[config.mk]
export PLATFORM = sky130hd
export DESIGN_NAME = ucrd_top
export DESIGN_NICKNAME = d
export VERILOG_FILES = /design/src/hdl/ucrd_pkg.sv /design/src/hdl/ucrd_msr_if.sv /design/src/hdl/ucrd_sync.sv /design/src/hdl/ucrd_msr.sv /design/src/hdl/ucrd_top.sv
export VERILOG_INCLUDE_DIRS = /design/src /design/src/hdl
export SDC_FILE = /design/constraint.sdc
export NUM_CORES = 1
export LEC_CHECK = 0
export BUFFER_PORTS_ARGS = -buffer_cell sky130_fd_sc_hd__buf_2
export CAP_MARGIN = 20
export CORE_MARGIN = 2
export CORE_UTILIZATION = 40
export DETAILED_ROUTE_END_ITERATION = 8
export PLACE_DENSITY = 0.71
export SLEW_MARGIN = 15
export SYNTH_ARGS = -nofsm -noshare
export SYNTH_HDL_FRONTEND = slang
export SYNTH_SLANG_ARGS = --single-unit
[constraint.sdc]
create_clock -name clock -period 36.2 [get_ports clock]
set_clock_uncertainty 0.15 [all_clocks]
set_input_delay 7.24 -clock clock [delete_from_list [all_inputs] [get_ports clock]]
set_output_delay 7.24 -clock clock [all_outputs]
set_load 0.01 [all_outputs]
[src/hdl/ucrd_defines.svh]
// Offsets, field positions, masks and reset values of the channel decode.
`ifndef UCRD_DEFINES_SVH
`define UCRD_DEFINES_SVH

// ****************************************************************
// Register offsets inside one channel
// ****************************************************************
`define UCRD_OFF_DATA 3'h0
`define UCRD_OFF_IER 3'h1
`define UCRD_OFF_ISR 3'h2
`define UCRD_OFF_LCR 3'h3
`define UCRD_OFF_MCR 3'h4
`define UCRD_OFF_LSR 3'h5
`define UCRD_OFF_MSR 3'h6
`define UCRD_OFF_SPR 3'h7

// ****************************************************************
// Field positions, keys and masks
// ****************************************************************
`define UCRD_LCR_KEY 8'hBF
`define UCRD_LCR_DLAB 7
`define UCRD_EFR_ENH 4
`define UCRD_FEATURE_CONTROL_SWAP 6
`define UCRD_FCR_EN 0
`define UCRD_FCR_RXRST 1
`define UCRD_FCR_TXRST 2
`define UCRD_ENHANCED_MODE_SELECT_TXSEL 0
`define UCRD_FCR_SELFCLR 8'h06
`define UCRD_IER_ENH 8'hF0
`define UCRD_FCR_ENH 8'h30
`define UCRD_MCR_ENH 8'hE0
`define UCRD_ISR_ENH 6'h30
`define UCRD_ENHANCED_MODE_SELECT_RSVD 8'hC0
`define UCRD_ALL_ONES 8'hFF

// ****************************************************************
// Reset values
// ****************************************************************
`define UCRD_RST_BYTE 8'h00
`define UCRD_DIV_ZERO 16'h0000

`endif

[src/hdl/ucrd_pkg.sv]
// Types shared by the channel decode modules.
`default_nettype none

package ucrd_pkg;
	typedef logic [7:0] ucrd_byte_t;
	typedef logic [1:0] ucrd_chan_t;
	typedef enum logic [1:0] {UCRD_NORMAL, UCRD_DIVISOR, UCRD_KEYED}
		ucrd_mode_t;
endpackage

`default_nettype wire

[src/hdl/ucrd_msr_if.sv]
// Carrier between the decode and one modem status tracker.
`timescale 1ns/1ps
`default_nettype none

interface ucrd_msr_if;
	logic [3:0] level;
	logic clear;
	logic [7:0] status;
	modport tracker (input level, input clear, output status);
	modport owner (output level, output clear, input status);
endinterface

`default_nettype wire

[src/hdl/ucrd_sync.sv]
// Two-stage synchroniser for pin inputs.
`timescale 1ns/1ps
`default_nettype none

module ucrd_sync #(
	parameter int W = 1,
	parameter logic [W-1:0] RST_VAL = '0
) (
	// Clock, reset and enable
	input wire logic clock,
	input wire logic rst,
	input wire logic clk_en,
	// Pin side
	input wire logic [W-1:0] pin_in,
	// Clock side
	output logic [W-1:0] pin_q
);
	logic [W-1:0] meta_ff;
	logic [W-1:0] hold_ff;

	always_ff @(posedge clock or posedge rst) begin
		if (rst) begin
			meta_ff <= RST_VAL;
			hold_ff <= RST_VAL;
		end else if (clk_en) begin
			meta_ff <= pin_in;
			hold_ff <= meta_ff;
		end
	end

	assign pin_q = hold_ff;
endmodule // ucrd_sync

`default_nettype wire

[src/hdl/ucrd_msr.sv]
// Modem status tracker: current levels and sticky change flags.
`timescale 1ns/1ps
`default_nettype none

module ucrd_msr (
	// Clock, reset and enable
	input wire logic clock,
	input wire logic rst,
	input wire logic clk_en,
	// Tracker side of the carrier
	ucrd_msr_if.tracker msr
);
	logic [3:0] prev_ff;
	logic [3:0] delta_ff;
	logic prime_ff;
	logic [3:0] change_w;
	logic [3:0] nxt_delta;

	// The first sample after reset only primes the history; a pin that sits
	// asserted at start-up still raises a change once it leaves the synchroniser.
	assign change_w = prime_ff ? (msr.level ^ prev_ff) : 4'h0;
	// A change seen in the clearing read cycle survives the clear.
	assign nxt_delta = change_w | (msr.clear ? 4'h0 : delta_ff);

	always_ff @(posedge clock or posedge rst) begin
		if (rst) begin
			prev_ff <= 4'h0;
			delta_ff <= 4'h0;
			prime_ff <= 1'b0;
		end else if (clk_en) begin
			prev_ff <= msr.level;
			delta_ff <= nxt_delta;
			prime_ff <= 1'b1;
		end
	end

	assign msr.status = {msr.level, delta_ff};

	delta_set_a: assert property (@(posedge clock) disable iff (rst)
		(clk_en && prime_ff && (msr.level != prev_ff)) |=>
		((delta_ff & $past(change_w)) == $past(change_w)))
		else $error("modem change not flagged");
endmodule // ucrd_msr

`default_nettype wire

[src/hdl/ucrd_top.sv]
// Channel register decode: four register sets behind one host port.
//
// How it works
// - Four channels each own registers; channel select then address picks one.
// - Offset 0, divisor bit clear: read receive byte, write transmit byte.
// - Divisor bit set, not key: offsets 0 and 1 hold the divisor bytes.
// - Divisor zero in divisor mode: offsets 0, 1 read revision and identity.
// - Offset 1 normal mode is interrupt enable, eight documented bits.
// - Offset 2 read gives interrupt status with FIFO-enabled bits on top.
// - Offset 2 write is FIFO control: triggers, DMA, FIFO resets, enable.
// - Offset 3 line control is read/write in every mode.
// - Offset 4 normal mode is modem control with eight control bits.
// - Offset 5 reads line status; writes there are ignored.
// - Offset 6 reads modem levels and change flags; writes ignored.
// - Offset 7 with swap bit clear is a scratch byte.
// - Offset 7 with swap bit set reads FIFO level, writes mode select.
// - Mode select holds hysteresis, DMA enables and level count select.
// - Key mode offset 0 writes trigger level, reads FIFO level.
// - Key mode offset 1 is feature control.
// - Key mode offset 2 is enhanced function.
// - Key mode offsets 4 to 7 are the four flow characters.
// - Status select pin low makes any read return FIFO ready summary.
// - Enhanced bits act only while enhanced function bit 4 is set.
`timescale 1ns/1ps
`default_nettype none
`include "ucrd_defines.svh"

module ucrd_top import ucrd_pkg::*; #(
	parameter ucrd_byte_t REV_CODE = 8'h01, // Arbitrary value.
	parameter ucrd_byte_t DEV_ID = 8'h5A // Arbitrary value.
) (
	// Clock, reset and enable
	input wire logic clock,
	input wire logic rst,
	input wire logic clk_en,
	// Host register port
	input wire ucrd_chan_t ch_sel,
	input wire logic [2:0] addr,
	input wire logic rd_stb,
	input wire logic wr_stb,
	input wire ucrd_byte_t wr_data,
	output ucrd_byte_t rd_data,
	output logic rd_valid,
	// Pins
	input wire logic status_select_pin_n,
	input wire logic [15:0] modem_pin_n,
	// Datapath status, four channels packed low channel first
	input wire logic [31:0] rx_byte,
	input wire logic [31:0] line_stat,
	input wire logic [23:0] int_src,
	input wire logic [31:0] rx_count,
	input wire logic [31:0] tx_count,
	input wire logic [3:0] rx_ready_n,
	input wire logic [3:0] tx_ready_n,
	// Datapath strobes
	output logic [3:0] tx_load,
	output ucrd_byte_t tx_data,
	output logic [3:0] rx_taken,
	output logic [3:0] tx_fifo_rst,
	output logic [3:0] rx_fifo_rst,
	// Datapath configuration
	output logic [63:0] baud_div,
	output logic [31:0] line_ctrl,
	output logic [31:0] int_enable,
	output logic [31:0] fifo_ctrl,
	output logic [31:0] modem_ctrl,
	output logic [31:0] feat_ctrl,
	output logic [31:0] enh_func,
	output logic [31:0] trig_level,
	output logic [31:0] mode_select,
	output logic [127:0] flow_chars
);
	localparam int NCH = 4;

	// ****************************************************************
	// Pin synchronisers
	// ****************************************************************
	logic stat_n_q;
	logic [15:0] modem_q;

	ucrd_sync #(.W(1), .RST_VAL(1'b1)) u_sync_stat (
		.clock(clock),
		.rst(rst),
		.clk_en(clk_en),
		.pin_in(status_select_pin_n),
		.pin_q(stat_n_q)
	);

	ucrd_sync #(.W(16), .RST_VAL(16'hFFFF)) u_sync_modem (
		.clock(clock),
		.rst(rst),
		.clk_en(clk_en),
		.pin_in(modem_pin_n),
		.pin_q(modem_q)
	);

	// ****************************************************************
	// Per-channel views and selected channel
	// ****************************************************************
	ucrd_byte_t lcr_a [NCH];
	ucrd_byte_t ier_a [NCH];
	ucrd_byte_t fcr_a [NCH];
	ucrd_byte_t mcr_a [NCH];
	ucrd_byte_t spr_a [NCH];
	ucrd_byte_t enhanced_mode_select_a [NCH];
	ucrd_byte_t feature_control_a [NCH];
	ucrd_byte_t efr_a [NCH];
	ucrd_byte_t dll_a [NCH];
	ucrd_byte_t dlm_a [NCH];
	ucrd_byte_t msr_a [NCH];
	ucrd_byte_t flow_a [NCH][4];

	ucrd_byte_t lcr_sel;
	ucrd_byte_t ier_sel;
	ucrd_byte_t fcr_sel;
	ucrd_byte_t mcr_sel;
	ucrd_byte_t efr_sel;
	ucrd_byte_t feature_control_sel;
	ucrd_byte_t enhanced_mode_select_sel;
	logic [4:0] byte_idx;
	logic [4:0] src_idx;
	logic [3:0] onehot_w;

	assign lcr_sel = lcr_a[ch_sel];
	assign ier_sel = ier_a[ch_sel];
	assign fcr_sel = fcr_a[ch_sel];
	assign mcr_sel = mcr_a[ch_sel];
	assign efr_sel = efr_a[ch_sel];
	assign feature_control_sel = feature_control_a[ch_sel];
	assign enhanced_mode_select_sel = enhanced_mode_select_a[ch_sel];
	assign byte_idx = {ch_sel, 3'h0};
	assign src_idx = {1'b0, ch_sel, 2'h0} + {2'h0, ch_sel, 1'b0};
	assign onehot_w = 4'(4'h1 << ch_sel);

	// ****************************************************************
	// Mode decode
	// ****************************************************************
	ucrd_mode_t mode_w;
	logic plain_w;
	logic keyed_w;
	logic enh_w;
	logic swap_w;
	logic div_zero_w;
	logic rd_msr_w;

	// The key value wins over the divisor bit, since the key has it set.
	assign mode_w = (lcr_sel == `UCRD_LCR_KEY) ? UCRD_KEYED :
		lcr_sel[`UCRD_LCR_DLAB] ? UCRD_DIVISOR : UCRD_NORMAL;
	assign plain_w = (mode_w != UCRD_KEYED);
	assign keyed_w = (mode_w == UCRD_KEYED);
	assign enh_w = efr_sel[`UCRD_EFR_ENH];
	assign swap_w = feature_control_sel[`UCRD_FEATURE_CONTROL_SWAP];
	assign div_zero_w = ({dlm_a[ch_sel], dll_a[ch_sel]} == `UCRD_DIV_ZERO);

	// ****************************************************************
	// Write decode
	// ****************************************************************
	logic a_data;
	logic a_ier;
	logic a_isr;
	logic a_lcr;
	logic a_mcr;
	logic a_msr;
	logic a_spr;
	logic we_thr;
	logic we_dll;
	logic we_dlm;
	logic we_ier;
	logic we_fcr;
	logic we_lcr;
	logic we_mcr;
	logic we_spr;
	logic we_enhanced_mode_select;
	logic we_trg;
	logic we_feature_control;
	logic we_efr;
	logic we_flow;

	assign a_data = (addr == `UCRD_OFF_DATA);
	assign a_ier = (addr == `UCRD_OFF_IER);
	assign a_isr = (addr == `UCRD_OFF_ISR);
	assign a_lcr = (addr == `UCRD_OFF_LCR);
	assign a_mcr = (addr == `UCRD_OFF_MCR);
	assign a_msr = (addr == `UCRD_OFF_MSR);
	assign a_spr = (addr == `UCRD_OFF_SPR);

	assign we_thr = wr_stb && (mode_w == UCRD_NORMAL) && a_data;
	assign we_dll = wr_stb && (mode_w == UCRD_DIVISOR) && a_data;
	assign we_dlm = wr_stb && (mode_w == UCRD_DIVISOR) && a_ier;
	assign we_ier = wr_stb && (mode_w == UCRD_NORMAL) && a_ier;
	assign we_fcr = wr_stb && plain_w && a_isr;
	assign we_lcr = wr_stb && a_lcr;
	assign we_mcr = wr_stb && plain_w && a_mcr;
	assign we_spr = wr_stb && plain_w && a_spr && !swap_w;
	assign we_enhanced_mode_select = wr_stb && plain_w && a_spr && swap_w;
	assign we_trg = wr_stb && keyed_w && a_data;
	assign we_feature_control = wr_stb && keyed_w && a_ier;
	assign we_efr = wr_stb && keyed_w && a_isr;
	assign we_flow = wr_stb && keyed_w && addr[2];

	// Gated bits keep their old value on a write while enhancements are off.
	ucrd_byte_t gate_ier;
	ucrd_byte_t gate_fcr;
	ucrd_byte_t gate_mcr;
	ucrd_byte_t nxt_enhanced_mode_select;

	assign gate_ier = enh_w ? `UCRD_ALL_ONES : ~`UCRD_IER_ENH;
	assign gate_fcr = enh_w ? `UCRD_ALL_ONES : ~`UCRD_FCR_ENH;
	assign gate_mcr = enh_w ? `UCRD_ALL_ONES : ~`UCRD_MCR_ENH;
	assign nxt_enhanced_mode_select = wr_data & ~`UCRD_ENHANCED_MODE_SELECT_RSVD;

	// ****************************************************************
	// Register sets, one per channel
	// ****************************************************************
	for (genvar i = 0; i < NCH; i++) begin : g_ch
		ucrd_byte_t lcr_ff;
		ucrd_byte_t ier_ff;
		ucrd_byte_t fcr_ff;
		ucrd_byte_t mcr_ff;
		ucrd_byte_t spr_ff;
		ucrd_byte_t enhanced_mode_select_ff;
		ucrd_byte_t trg_ff;
		ucrd_byte_t feature_control_ff;
		ucrd_byte_t efr_ff;
		ucrd_byte_t dll_ff;
		ucrd_byte_t dlm_ff;
		ucrd_byte_t flow_ff [4];
		logic hit;
		ucrd_byte_t out_ier;
		ucrd_byte_t out_fcr;
		ucrd_byte_t out_mcr;
		ucrd_byte_t nxt_ier;
		ucrd_byte_t nxt_fcr;
		ucrd_byte_t nxt_mcr;

		assign hit = clk_en && (ch_sel == ucrd_chan_t'(i));
		// Kept bits come from the raw flops; the outputs show them as zero.
		assign nxt_ier = (wr_data & gate_ier) | (ier_ff & ~gate_ier);
		// Reset bits act as pulses and never stay set in the register.
		assign nxt_fcr = ((wr_data & gate_fcr) | (fcr_ff & ~gate_fcr)) &
			~`UCRD_FCR_SELFCLR;
		assign nxt_mcr = (wr_data & gate_mcr) | (mcr_ff & ~gate_mcr);

		always_ff @(posedge clock or posedge rst) begin
			if (rst) begin
				lcr_ff <= `UCRD_RST_BYTE;
				ier_ff <= `UCRD_RST_BYTE;
				fcr_ff <= `UCRD_RST_BYTE;
				mcr_ff <= `UCRD_RST_BYTE;
				spr_ff <= `UCRD_RST_BYTE;
				enhanced_mode_select_ff <= `UCRD_RST_BYTE;
				trg_ff <= `UCRD_RST_BYTE;
				feature_control_ff <= `UCRD_RST_BYTE;
				efr_ff <= `UCRD_RST_BYTE;
				dll_ff <= `UCRD_RST_BYTE;
				dlm_ff <= `UCRD_RST_BYTE;
				for (int k = 0; k < 4; k++) begin
					flow_ff[k] <= `UCRD_RST_BYTE;
				end
			end else if (hit) begin
				if (we_lcr) lcr_ff <= wr_data;
				if (we_ier) ier_ff <= nxt_ier;
				if (we_fcr) fcr_ff <= nxt_fcr;
				if (we_mcr) mcr_ff <= nxt_mcr;
				if (we_spr) spr_ff <= wr_data;
				if (we_enhanced_mode_select) enhanced_mode_select_ff <= nxt_enhanced_mode_select;
				if (we_trg) trg_ff <= wr_data;
				if (we_feature_control) feature_control_ff <= wr_data;
				if (we_efr) efr_ff <= wr_data;
				if (we_dll) dll_ff <= wr_data;
				if (we_dlm) dlm_ff <= wr_data;
				if (we_flow) flow_ff[addr[1:0]] <= wr_data;
			end
		end

		// Gated bits read and drive as zero while enhancements are off.
		assign out_ier = efr_ff[`UCRD_EFR_ENH] ? ier_ff :
			(ier_ff & ~`UCRD_IER_ENH);
		assign out_fcr = efr_ff[`UCRD_EFR_ENH] ? fcr_ff :
			(fcr_ff & ~`UCRD_FCR_ENH);
		assign out_mcr = efr_ff[`UCRD_EFR_ENH] ? mcr_ff :
			(mcr_ff & ~`UCRD_MCR_ENH);

		assign lcr_a[i] = lcr_ff;
		assign ier_a[i] = out_ier;
		assign fcr_a[i] = out_fcr;
		assign mcr_a[i] = out_mcr;
		assign spr_a[i] = spr_ff;
		assign enhanced_mode_select_a[i] = enhanced_mode_select_ff;
		assign feature_control_a[i] = feature_control_ff;
		assign efr_a[i] = efr_ff;
		assign dll_a[i] = dll_ff;
		assign dlm_a[i] = dlm_ff;
		for (genvar k = 0; k < 4; k++) begin : g_flow
			assign flow_a[i][k] = flow_ff[k];
			assign flow_chars[32*i+8*k +: 8] = flow_ff[k];
		end

		assign baud_div[16*i +: 16] = {dlm_ff, dll_ff};
		assign line_ctrl[8*i +: 8] = lcr_ff;
		assign int_enable[8*i +: 8] = out_ier;
		assign fifo_ctrl[8*i +: 8] = out_fcr;
		assign modem_ctrl[8*i +: 8] = out_mcr;
		assign feat_ctrl[8*i +: 8] = feature_control_ff;
		assign enh_func[8*i +: 8] = efr_ff;
		assign trig_level[8*i +: 8] = trg_ff;
		assign mode_select[8*i +: 8] = enhanced_mode_select_ff;

		// Modem status: pins are active low, status shows asserted levels.
		ucrd_msr_if msr_if ();
		assign msr_if.level = ~modem_q[4*i +: 4];
		assign msr_if.clear = rd_msr_w && (ch_sel == ucrd_chan_t'(i));
		assign msr_a[i] = msr_if.status;

		ucrd_msr u_msr (
			.clock(clock),
			.rst(rst),
			.clk_en(clk_en),
			.msr(msr_if.tracker)
		);
	end

	// ****************************************************************
	// Read selection
	// ****************************************************************
	ucrd_byte_t level_w;
	ucrd_byte_t isr_w;
	ucrd_byte_t fifo_ready_summary_w;
	ucrd_byte_t norm_rd [8];
	ucrd_byte_t key_rd [8];
	ucrd_byte_t div_rd;
	ucrd_byte_t rd_mux_w;
	logic [5:0] src_w;
	logic rd_live;
	logic rd_rhr_w;

	assign level_w = enhanced_mode_select_sel[`UCRD_ENHANCED_MODE_SELECT_TXSEL] ? tx_count[byte_idx +: 8] :
		rx_count[byte_idx +: 8];
	assign src_w = int_src[src_idx +: 6];
	assign isr_w = {{2{fcr_sel[`UCRD_FCR_EN]}},
		enh_w ? src_w : (src_w & ~`UCRD_ISR_ENH)};
	assign fifo_ready_summary_w = {rx_ready_n, tx_ready_n};

	assign norm_rd[0] = rx_byte[byte_idx +: 8];
	assign norm_rd[1] = ier_sel;
	assign norm_rd[2] = isr_w;
	assign norm_rd[3] = lcr_sel;
	assign norm_rd[4] = mcr_sel;
	assign norm_rd[5] = line_stat[byte_idx +: 8];
	assign norm_rd[6] = msr_a[ch_sel];
	assign norm_rd[7] = swap_w ? level_w : spr_a[ch_sel];

	assign key_rd[0] = level_w;
	assign key_rd[1] = feature_control_sel;
	assign key_rd[2] = efr_sel;
	assign key_rd[3] = lcr_sel;
	for (genvar k = 0; k < 4; k++) begin : g_key_rd
		assign key_rd[4+k] = flow_a[ch_sel][k];
	end

	// Offsets above the divisor pair keep their normal meaning here.
	assign div_rd = a_data ? (div_zero_w ? REV_CODE : dll_a[ch_sel]) :
		a_ier ? (div_zero_w ? DEV_ID : dlm_a[ch_sel]) :
		norm_rd[addr];

	assign rd_mux_w = !stat_n_q ? fifo_ready_summary_w :
		keyed_w ? key_rd[addr] :
		(mode_w == UCRD_DIVISOR) ? div_rd : norm_rd[addr];

	// A status summary read touches no channel, so it has no side effect.
	assign rd_live = rd_stb && stat_n_q;
	assign rd_rhr_w = rd_live && (mode_w == UCRD_NORMAL) && a_data;
	assign rd_msr_w = rd_live && plain_w && a_msr;

	// ****************************************************************
	// Read data and datapath strobes
	// ****************************************************************
	ucrd_byte_t rd_data_ff;
	ucrd_byte_t tx_data_ff;
	logic rd_valid_ff;
	logic [3:0] tx_load_ff;
	logic [3:0] rx_taken_ff;
	logic [3:0] tx_rst_ff;
	logic [3:0] rx_rst_ff;

	always_ff @(posedge clock or posedge rst) begin
		if (rst) begin
			rd_data_ff <= `UCRD_RST_BYTE;
			rd_valid_ff <= 1'b0;
		end else if (clk_en) begin
			if (rd_stb) rd_data_ff <= rd_mux_w;
			rd_valid_ff <= rd_stb;
		end
	end

	always_ff @(posedge clock or posedge rst) begin
		if (rst) begin
			tx_data_ff <= `UCRD_RST_BYTE;
			tx_load_ff <= 4'h0;
			rx_taken_ff <= 4'h0;
			tx_rst_ff <= 4'h0;
			rx_rst_ff <= 4'h0;
		end else if (clk_en) begin
			if (we_thr) tx_data_ff <= wr_data;
			tx_load_ff <= we_thr ? onehot_w : 4'h0;
			rx_taken_ff <= rd_rhr_w ? onehot_w : 4'h0;
			tx_rst_ff <= (we_fcr && wr_data[`UCRD_FCR_TXRST]) ?
				onehot_w : 4'h0;
			rx_rst_ff <= (we_fcr && wr_data[`UCRD_FCR_RXRST]) ?
				onehot_w : 4'h0;
		end
	end

	assign rd_data = rd_data_ff;
	assign rd_valid = rd_valid_ff;
	assign tx_data = tx_data_ff;
	assign tx_load = tx_load_ff;
	assign rx_taken = rx_taken_ff;
	assign tx_fifo_rst = tx_rst_ff;
	assign rx_fifo_rst = rx_rst_ff;

	// ****************************************************************
	// Checks
	// ****************************************************************
	fifo_ready_summary_read_a: assert property (@(posedge clock) disable iff (rst)
		(clk_en && rd_stb && !stat_n_q) |=>
		(rd_valid && rd_data == $past({rx_ready_n, tx_ready_n})))
		else $error("status summary read wrong");

	thr_load_a: assert property (@(posedge clock) disable iff (rst)
		(clk_en && wr_stb && addr == 3'h0 && !lcr_sel[7]) |=>
		(tx_load == $past(onehot_w) && tx_data == $past(wr_data)))
		else $error("transmit byte not loaded");

	lcr_write_a: assert property (@(posedge clock) disable iff (rst)
		(clk_en && wr_stb && addr == 3'h3) |=>
		(line_ctrl[{$past(ch_sel), 3'h0} +: 8] == $past(wr_data)))
		else $error("line control not written");

	div_low_a: assert property (@(posedge clock) disable iff (rst)
		(clk_en && wr_stb && addr == 3'h0 && lcr_sel[7] &&
		lcr_sel != 8'hBF) |=>
		(baud_div[{$past(ch_sel), 4'h0} +: 8] == $past(wr_data) &&
		tx_load == 4'h0))
		else $error("divisor low byte not written");

	dev_ident_a: assert property (@(posedge clock) disable iff (rst)
		(clk_en && rd_stb && stat_n_q && addr == 3'h1 && lcr_sel[7] &&
		lcr_sel != 8'hBF && div_zero_w) |=> (rd_data == DEV_ID))
		else $error("identity code not returned");

	ier_gate_a: assert property (@(posedge clock) disable iff (rst)
		(clk_en && rd_stb && stat_n_q && addr == 3'h1 && !lcr_sel[7] &&
		!efr_sel[4]) |=> (rd_data[7:4] == 4'h0))
		else $error("gated enable bits read nonzero");

	fifo_reset_a: assert property (@(posedge clock) disable iff (rst)
		(clk_en && wr_stb && addr == 3'h2 && lcr_sel != 8'hBF &&
		wr_data[1]) |=> (rx_fifo_rst == $past(onehot_w) &&
		fifo_ctrl[{$past(ch_sel), 3'h0} + 5'd1] == 1'b0))
		else $error("receive FIFO reset pulse missing");

	level_read_a: assert property (@(posedge clock) disable iff (rst)
		(clk_en && rd_stb && stat_n_q && addr == 3'h7 && !lcr_sel[7] &&
		feature_control_sel[6]) |=> (rd_data == $past(level_w)))
		else $error("FIFO level not returned");

	flow_char_a: assert property (@(posedge clock) disable iff (rst)
		(clk_en && wr_stb && addr == 3'h5 && lcr_sel == 8'hBF) |=>
		(flow_chars[{$past(ch_sel), 5'h08} +: 8] == $past(wr_data)))
		else $error("flow character not written");
endmodule // ucrd_top

`default_nettype wire

# [After elaboration in Yosys (flattened, before gate mapping)]
# Cells that the tools add are included.
[totals] register_bits=564 latch_bits=0 mem_bits_rw=0 mem_bits_ro=0 in_bits=195 out_inout_bits=481 elab_cells=325 n_memories=0
[classes] add_sub_neg=1 mul=0 n_div=0 n_lt_le_gt_ge=4 n_eq_ne=13 shift=6 muxes=87 n_bitwise=45 n_reduce_logical=89
[op_table] cell="2-to-1 mux 8 bit" count=42
[op_table] cell="binary-select mux 8 bit (select 2 bit)" count=11
[op_table] cell="bitwise mux 32 bit" count=4
[op_table] cell="indexed part select 32 x 6 -> 8 bit" count=4
[op_table] cell="bitwise AND 8 bit" count=15
[op_table] cell="AND reduction 2 bit" count=50
[op_table] cell="OR 8 bit" count=12
[op_table] cell="binary-select mux 32 bit (select 2 bit)" count=1
[op_table] cell="2-to-1 mux 32 bit" count=2
[op_table] cell="binary-select mux 8 bit (select 3 bit)" count=2
[op_table] cell="2-to-1 mux 4 bit" count=12
[op_table] cell="2-to-1 mux 6 bit" count=6
[op_table] cell="logical AND 1 bit" count=34
[op_table] cell="NOT 8 bit" count=3
[op_table] cell="indexed part select 24 x 6 -> 6 bit" count=1
[op_table] cell="demux 8 bit (select 2 bit)" count=1
[op_table] cell="zero test 16 bit" count=1
[op_table] cell="NOT 4 bit" count=4
[op_table] cell="OR 4 bit" count=4
[op_table] cell="XOR 4 bit" count=4
[op_table] cell="equality test 3 bit, second input constant" count=3
[op_table] cell="equality test 8 bit, second input constant" count=1
[op_table] cell="equality test 2 bit, second input constant" count=3
[op_table] cell="equality test 3 x 2 -> 1 bit, second input constant" count=2
[op_table] cell="other kinds (15)" count=23

# [Longest topological paths before layout]
# Gate-level depths: netlist (run 1).
[depth] depth_word=14 mapped_depth=16 mapped_depth_nobuf=8

# [Cells and area by module]
# A second synthesis (run 1) with hierarchy kept.
[hier_totals] cells_unflattened=2057 hier_area_um2=28712.5
[modules_own_cells] module="ucrd_top" n_inst=1 cells_each=1863 area_per_inst_um2=25588.3
[modules_own_cells] module="ucrd_msr" n_inst=4 cells_each=30 area_per_inst_um2=414.1
[modules_own_cells] module="ucrd_sync at u_sync_modem" n_inst=1 cells_each=69 area_per_inst_um2=1388.8
[modules_own_cells] module="ucrd_sync at u_sync_stat" n_inst=1 cells_each=5 area_per_inst_um2=78.8

# [Worst setup path before layout (run 1)]
# OpenSTA, ideal clock, no wires.
[synth_path] kind="input to register" startpoint="input ch_sel[0]" endpoint="register rd_data_ff[4] (netlist: rd_data[4])" setup_time_ns=0.132 t_arrival_ns=10.672 required_ns=35.918 slack_ns=25.246 cell_stages=15 cell_sequence="buf_6 -> buf_6 -> buf_2 -> inv_1 -> clkbuf_1 -> clkbuf_1 -> ha_1 -> clkbuf_1 -> buf_1 -> clkbuf_1 -> a21boi_0 -> nor3_1 -> a2111o_1 -> a221oi_1 -> o21ai_0"
[synth_between] elab_chain_len=14 word_cells_on_any_way=62 classes_between="1 x add/sub; 3 x eq/ne; 5 x shift; 51 x mux; 1 x bitwise; 1 x reduce/logical"
[synth_lines] item="start, declared" line_no="ucrd_top.sv:37" source="input wire ucrd_chan_t ch_sel,"
[synth_lines] item="branches (longest 12 deep; another with adder 4 x 3 -> 5 bit)"
[synth_lines] item="2-to-1 mux 8 bit (*)" line_no="ucrd_top.sv:367" source="keyed_w ? key_rd[addr] :"
[synth_lines] item="2-to-1 mux 8 bit (*)" line_no="ucrd_top.sv:366" source="assign rd_mux_w = !stat_n_q ? fifo_ready_summary_w :"
[synth_lines] item="end signal, assigned" line_no="ucrd_top.sv:388" source="rd_data_ff <= `UCRD_RST_BYTE;"
[synth_lines] item="end signal, assigned" line_no="ucrd_top.sv:391" source="if (rd_stb) rd_data_ff <= rd_mux_w;"
[synth_lines] item="end, declared" line_no="ucrd_top.sv:378" source="ucrd_byte_t rd_data_ff;"
# Mark *: on every way between the ends. The select of a mux whose other input is x is not followed.
# A chain may end at the register's enable or synchronous reset.

# [Worst setup path after layout (run 1)]
[layout_path] startpoint="input ch_sel[1]" endpoint="register g_ch[2].spr_ff[0]"
[layout_between] elab_chain_len=11 word_cells_on_any_way=18 classes_between="3 x eq/ne; 8 x mux; 1 x bitwise; 6 x reduce/logical"
[layout_lines] item="NOT 2 -> 3 bit (implied by the code)" line_no="ucrd_top.sv:124, ucrd_top.sv:129"
[layout_lines] item="binary-select mux 8 bit (select 2 bit)" line_no="ucrd_top.sv:124" source="assign lcr_sel = lcr_a[ch_sel];"
[layout_lines] item="2-to-1 mux 8 bit (implied by the code) (2 in series)" line_no="ucrd_top.sv:124"
[layout_lines] item="equality test 8 bit (no line) or 2-to-1 mux 1 bit (tied branches)"
[layout_lines] item="2-to-1 mux 2 bit" line_no="ucrd_top.sv:147" source="assign mode_w = (lcr_sel == `UCRD_LCR_KEY) ? UCRD_KEYED :"
[layout_lines] item="!= test 2 bit" line_no="ucrd_top.sv:149" source="assign plain_w = (mode_w != UCRD_KEYED);"
[layout_lines] item="logical AND 1 bit (3 in series)" line_no="ucrd_top.sv:194" source="assign we_spr = wr_stb && plain_w && a_spr && !swap_w;"
[layout_lines] item="AND reduction 2 bit (no line) (*)"
[layout_lines] item="end signal, assigned" line_no="ucrd_top.sv:250" source="spr_ff <= `UCRD_RST_BYTE;"
[layout_lines] item="end signal, assigned" line_no="ucrd_top.sv:265" source="if (we_spr) spr_ff <= wr_data;"
[layout_lines] item="end, declared" line_no="ucrd_top.sv:220" source="ucrd_byte_t spr_ff;"
# Mark *: on every way between the ends. The rest lies on a longest branch, timed or not. The select of a mux whose other input is x is not followed.

==> results.yml, run 1 <==
outcome:
  outcome: "completed"
critical_path:
  critPathCaptureType: "flop"
  crit_family: "simple AND/OR/NAND/NOR gates"
  critPathSlowestCell: "buf_4"
  cp.arrival_ns: 11.90
  worst-path-max-fanout: 52
  crit_top_cell: "buf_4"
  critPathMaxStageDelay_ns: 0.81
  cp_data_required_time_ns: 36.56
  path_cells: "buf_6, buf_4, buf_4, mux4_2, nand4_1, or4b_4, nand3_1, nor2_1, mux2_2"
  crit_buf_inv: 3
  startpoint_type: "input pin"
  worst-setup-path-type: "input pin to flop"
clocking:
  numCtsBuffers: 61
  cts-root-buf: "clkbuf_16"
  holdBufCountCts: 0
  clkSlewWorstSetupHoldPaths_ns: 0.06
  post_cts_buffers: 0
  tritoncts: "done"
  htree_levels: 2
  clock-sinks: 564
  cts_buffer_depth: 3
  clk_latency_ns: 0.64
  postCtsResizedCells: 0
yosys:
  seq_area_frac_synth_pct: 50.4
  synthDistinctLibCells: 75
  yosysWarnings: 0
  synth_flop_cell: "dfrtp_1"
  synthArstFlopShare_pct: 100
  syn-cell-area_mm2: 0.0281
  synth_edf_count: 0
  syn_inst: 2037
  syn_area_per_cell_um2: 13.8
  ys_seq_elements: 564
global_routing:
  grt_pass1_vias: 21400
  antenna_found_initial: 14
  gr-total-overflow: 0
  grt_pass1_wl_um: 155000
  grtUsageTotal_pct: 29.8
  grt_max_degree: 191
sta:
  period_needed_ns: 11.54
  slew_viol_final: 0
  rsz0062_at_grt: "false"
  fin_crit_sh_pct: 31.9
  worst_pin_slew_ns: 1.15
  max_freq_mhz: 86.6
  finalSetupViolations: 0
  finalHoldViolations: 0
  relSlewSlack_pct: 23.4
  final.setup.tns_ns: 0
final_layout:
  drive_gt1_share_pct: 57.6
  n_fill_cell: 6138
  nNetsFinal: 2801
  mostFrequentLayoutCells: "buf_2 (658), dfrtp_1 (530), mux2_2 (514), mux4_2 (131), nand2_1 (99)"
  area_growth_pct: 21.1
  final_area_mm2: 0.0340
  layout_commonest_cell: "buf_2"
die:
  core_mm2: 0.0698
  die_w_um: 269
  fp-row-count: 97
  initial_core_util_pct: 40.2
  ioPinCount: 676
  die_area_mm2: 0.0723
  die_h_um: 269
detailed_routing:
  antenna_left: 0
  drc: 0
  routed_via_density: 5.81
  dr.pass1.iters: 8
  num_vias: 20900
  routedWlPerCell_um: 30.6
  drt_iter0_markers: 1593
  routed_wl_um: 110000
power:
  p_sw_share_pct: 26.6
  combPwrFrac_pct: 12.5
  p_sw_uw: 407
  p_per_area_mw_per_mm2: 45.1
  p_leak_nw: 17.3
  ir_drop_mv: 0.0388
  internal_power_mw: 1.12
  pwr-share-seq_pct: 45.0
  p_clk_share_pct: 42.5
run:
  maxCapViolations: 0
place:
  placed_cell_area_mm2: 0.0318
  gp_congestion: 0.919
  port_buffers: 659
  dpl.hpwl_um: 80600
min_path:
  worst_hold_path_type: "flop to flop"
==> registers in the layout, indices dropped and copies added (netlist names), 32 cells and up, named ones only <==
name                     count
flow_chars                 128
g_ch.trg_ff                 32
g_ch.spr_ff                 32
g_ch.feature_control_ff     32
g_ch.efr_ff                 32
g_ch.dll_ff                 32
g_ch.lcr_ff                 32
g_ch.dlm_ff                 32
==> area by class of cell <==
cell class              instances  area (µm²)  area share (%)
flip-flops and latches        564       14200            41.6
multi-input cells            1239       12700            37.4
repair buffers                701        3670            10.8
clock buffers                  90        1850            5.43
well taps                     940        1180            3.46
clock inverters                23         265           0.780
inverters                      33         131           0.386
diodes                          8        20.0          0.0589
==> final timing paths <==
path / from / to / slack, ns / cells past startpoint
max: ch_sel[1] / g_ch[2].spr_ff[0] / 24.66 / 9
min: g_ch[3].u_msr.prime_ff / g_ch[3].u_msr.prime_ff / 0.33 / 1
max reg2reg: g_ch[3].lcr_ff[7] / g_ch[2].spr_ff[0] / 32.38 / 6
min reg2reg: g_ch[3].u_msr.prime_ff / g_ch[3].u_msr.prime_ff / 0.33 / 1
max in group asynchronous: rst / flow_chars[124] / 27.12 / 4
min in group asynchronous: rst / g_ch[3].trg_ff[4] / 6.52 / 2
==> stage by stage <==
step / cells / hold WS (ns) / total power [mW] / setup slack (ns) / utilization, %
after floorplan: 2052 / 0.287 / 0.816 / 13.09 / -
after global placement: 3474 / 0.305 / 0.886 / 24.04 / 45.6
after detailed placement: 3475 / 0.306 / 0.892 / 23.97 / 45.6
after CTS: 3588 / 0.324 / 1.54 / 24.65 / 48.6
after global routing: 3595 / 0.341 / 1.58 / 24.47 / 48.7
final: 3598 / 0.327 / 1.53 / 24.66 / 48.7
==> cells by family (layout without fill, tap and decap cells) <==
group           count (synthesis)  after routing  synth area share, %
buf+inv                       249            847                 4.47
compound gates                193            193                 4.86
fa+ha+maj                       6              6                0.267
mux                           707            707                 33.4
simple gates                  301            301                 6.10
xor+xnor                       16             16                0.499
flops                         564            564                 50.4
other cells                     1             24               0.0134
==> cell usage after synthesis, drive strengths merged (6+ instances only) <==
| library cell | number | share of area (%) |
|---|---|---|
| nor2b | 9 | 0.20 |
| a31oi | 13 | 0.29 |
| mux4 | 131 | 11 |
| o2bb2ai | 16 | 0.50 |
| o221ai | 8 | 0.25 |
| xor2 | 16 | 0.50 |
| buf | 115 | 2.7 |
| dfrtp | 530 | 47 |
| or3 | 8 | 0.18 |
| a221oi | 10 | 0.31 |
| a22oi | 12 | 0.32 |
| dfstp | 34 | 3.2 |
| nor2 | 45 | 0.66 |
| and3 | 7 | 0.16 |
| nor3 | 19 | 0.80 |
| mux2i | 61 | 2.2 |
| inv | 32 | 0.43 |
| o22ai | 18 | 0.40 |
| a211oi | 6 | 0.16 |
| nor4 | 9 | 0.20 |
| a21oi | 27 | 0.48 |
| nand2b | 9 | 0.20 |
| and2 | 47 | 1.0 |
| clkbuf | 101 | 1.4 |
| ha | 6 | 0.27 |
| nand3 | 25 | 0.68 |
| nand2 | 102 | 1.4 |
| o21ai | 34 | 0.61 |
| mux2 | 515 | 21 |
==> worst reg2reg max path, delay by kind of cell (launching register included) <==
family | cells | cell delay [ns]
AND/OR/NAND/NOR | 4 | 1.98
multiplexers | 2 | 1.16
flip-flops | 1 | 0.41
==> layer usage <==
metal,up-vias,share of wire (%),track usage (%)
met2,961,48,48.6
met1,11100,40,38.4
met5,-,0.052,0
met4,8,4.2,12.0
met3,231,7.5,7.11
li1,8620,-,-
==> power by group through the flow <==
| stage | Clock (mW) | Sequential (mW) | Combinational [mW] |
|---|---|---|---|
| 5_1_grt | 0.686 | 0.694 | 0.205 |
| 2_1_floorplan | 0 | 0.698 | 0.117 |
| 4_1_cts | 0.660 | 0.690 | 0.192 |
| 3_5_place_dp | 0 | 0.701 | 0.191 |
| 6_report | 0.651 | 0.690 | 0.191 |
| 3_3_place_gp | 0 | 0.698 | 0.188 |
(Power assumes the default switching activity.)
==> inputs of run 2 (changes only) <==
--- a/config.mk
+++ b/config.mk
@@ -6,6 +6,7 @@
 export SDC_FILE = /design/constraint.sdc
 export NUM_CORES = 1
 export LEC_CHECK = 0
+export ABC_AREA = 1
 export BUFFER_PORTS_ARGS = -buffer_cell sky130_fd_sc_hd__buf_2
 export CAP_MARGIN = 20
 export CORE_MARGIN = 2
==> constraint.sdc (replaced) <==
create_clock -name clock -period 11.1 [get_ports clock]
set_clock_uncertainty 0.15 [all_clocks]
set_input_delay 2.22 -clock clock [delete_from_list [all_inputs] [get_ports clock]]
set_output_delay 2.22 -clock clock [all_outputs]
set_load 0.01 [all_outputs]
==> results.yml, run 2 <==
critical_path:
  startpoint_type: "input pin"
  critPathCaptureType: "flop"
  worst-setup-path-type: "input pin to flop"
  cp.arrival_ns: 6.84
  cp_data_required_time_ns: 11.44
  rr_startpoint: "g_ch[1].enhanced_mode_select_ff[0]"
  crit_start: "ch_sel[0]"
  worst-path-max-fanout: 134
yosys:
  ys_seq_elements: 564
  synth.area.mux_share_pct: 0.0360
  synth_largest_area_cell: "dfrtp_1"
  synthDistinctLibCells: 50
  syn-cell-area_mm2: 0.0278
  synth_fa_ha_area_share_pct: 0.270
  synth_flop_cell: "dfrtp_1"
  syn_inst: 3489
  synth_compound_area_share_pct: 20.8
  synth.most_common_cell: "nand2_1"
  ys_top_cells_by_count: "nand2_1 (861), o21ai_0 (662), dfrtp_1 (530), nor2_1 (316), inv_1 (185)"
  syn_area_per_cell_um2: 7.97
  synth_edf_count: 0
  synth_xor_area_share_pct: 0
  synth_simple_gate_area_share_pct: 19.6
  seq_area_frac_synth_pct: 50.9
  synthArstFlopShare_pct: 100
  synth_top_area_share_pct: 47.7
  synthTopCellsByArea: "dfrtp_1 (48%), o21ai_0 (12%), nand2_1 (12%), nor2_1 (4.3%), dfstp_2 (3.2%)"
  synth_top_family_by_area: "compound AO/OA/AOI/OAI gates"
  yosysWarnings: 0
power:
  internal_power_mw: 3.73
  p_per_area_mw_per_mm2: 157
  p_clk_share_pct: 42.4
  p_sw_share_pct: 28.9
  totalPowerFinal_mw: 5.25
  p_sw_mw: 1.52
  p_leak_nw: 16.6
  ir_drop_mv: 0.101
  combPwrFrac_pct: 14.1
  pwr-share-seq_pct: 43.6
sta:
  final.setup.tns_ns: 0
  finalHoldViolations: 0
  rsz0062_at_grt: "false"
  finalSetupViolations: 0
  period_needed_ns: 6.50
  fin_crit_sh_pct: 58.5
  max_freq_mhz: 154
  relSlewSlack_pct: 26.8
  slew_viol_final: 0
  worst_pin_slew_ns: 1.09
die:
  core_mm2: 0.0687
  initial_core_util_pct: 40.5
  fp-row-count: 96
  die_area_mm2: 0.0716
  die_w_um: 268
  ioPinCount: 676
  die_h_um: 268
run:
  maxCapViolations: 0
final_layout:
  drive_gt1_share_pct: 22.5
  nNetsFinal: 4165
  mostFrequentLayoutCells: "nand2_1 (861), o21ai_0 (662), buf_2 (657), dfrtp_1 (530), nor2_1 (312)"
  final_util_pct: 48.5
  n_fill_cell: 6686
  layout_commonest_cell: "nand2_1"
  largest_register_ffs: 128
  area_growth_pct: 19.9
detailed_routing:
  num_vias: 27500
  drc: 0
  routedWlPerCell_um: 24.4
  dr.pass1.iters: 6
  routed_via_density: 5.55
  routed_wl_um: 121000
  antenna_left: 0
  drt_iter0_markers: 3352
clocking:
  post_cts_buffers: 0
  numCtsBuffers: 66
  clock-sinks: 564
  htree_levels: 3
  holdBufCountCts: 0
  tritoncts: "done"
  cts-root-buf: "clkbuf_16"
  clk_latency_ns: 0.62
  clkSlewWorstSetupHoldPaths_ns: 0.06
  cts_buffer_depth: 3
  postCtsResizedCells: 0
place:
  dpl.hpwl_um: 86200
  gp_congestion: 0.928
  port_buffers: 659
global_routing:
  grt_max_degree: 159
  grt_pass1_vias: 25400
  grtUsageTotal_pct: 33.0
  antenna_found_initial: 18
  grt_pass1_wl_um: 173000
  gr-total-overflow: 0
outcome:
  outcome: "completed"
min_path:
  worst_hold_path_type: "flop to flop"
  min-delay-start: "u_sync_modem.meta_ff[10]"
run 2: cell types whose count changed in the layout (fill, tap and decap cells not counted), moves of 18 or more:
cell / previous run / this run
a21oi_1: 27 / 174
mux2_2: 514 / 0
mux4_2: 131 / 0
o21a_1: 0 / 18
inv_1: 29 / 176
nor2_1: 40 / 312
and2_1: 45 / 2
nand3_1: 12 / 74
o21ai_0: 34 / 662
mux2i_1: 61 / 1
o21ai_1: 0 / 94
o22ai_1: 18 / 75
nand2_1: 99 / 861
run 2: worst paths after layout:
kind                       cells after the start                        to  slack, ns
max                                           17                rd_data[1]       4.60
min                                            2  u_sync_modem.meta_ff[10]       0.31
max reg2reg                                   15                rd_data[1]       6.98
min reg2reg                                    2  u_sync_modem.meta_ff[10]       0.31
max in group asynchronous                      4           flow_chars[110]       7.19
min in group asynchronous                      2         g_ch[3].dlm_ff[2]       1.45
run 2: layout make-up:
type,count,area (µm²),share of cell area (%)
diodes,12,30.0,0.0900
clock buffers,94,1900,5.69
clock inverters,22,290,0.870
inverters,196,749,2.25
multi-input cells,2436,11400,34.2
flip-flops and latches,564,14200,42.5
well taps,931,1160,3.49
repair buffers,700,3670,11.0
run 2: logic make-up (layout without fill, tap and decap cells):
kind of cell | count (synthesis) | count (layout)
simple gates | 1324 | 1324
buf+inv | 504 | 1012
mux | 1 | 1
other cells | 1 | 28
flops | 564 | 564
fa+ha+maj | 6 | 6
compound gates | 1089 | 1089
run 2: routing by layer:
layer	routed length (µm)	GRT usage, %
met3	11600	7.91
met5	57	0
met2	56800	52.9
met1	47100	42.5
met4	5320	14.7
run 2: stage by stage:
| step | cell area, µm² | setup slack (ns) | instances | hold slack [ns] |
|---|---|---|---|---|
| 2_1_floorplan | 27900 | 1.08 | 3504 | 0.294 |
| 6_report | 33300 | 4.60 | 4955 | 0.313 |
| 5_1_grt | 33300 | 4.48 | 4953 | 0.329 |
| 3_5_place_dp | 31100 | 4.20 | 4824 | 0.305 |
| 3_3_place_gp | 31100 | 4.24 | 4824 | 0.303 |
| 4_1_cts | 33300 | 4.83 | 4940 | 0.315 |
run 2: power by group through the flow:
stage | logic [mW] | registers (mW) | clock network (mW)
4_1_cts | 0.736 | 2.28 | 2.24
2_1_floorplan | 0.426 | 2.32 | 0
3_3_place_gp | 0.722 | 2.32 | 0
3_5_place_dp | 0.733 | 2.32 | 0
5_1_grt | 0.807 | 2.30 | 2.32
6_report | 0.739 | 2.29 | 2.22
run 2: worst max-delay path, stage by stage:
cell and delay, ns:
buf_8 0.57, inv_8 0.43, nand2_1 0.20, nand3_1 0.34, nand2_2 0.17, buf_4 0.42
inv_2 0.29, nor2_1 0.15, nor2_1 0.04, o21ai_0 0.34, o211ai_1 0.28, o21ai_1 0.42
o21ai_0 0.15, nand2_1 0.24, nand3_1 0.12, nor2_1 0.22, o21ai_1 0.09
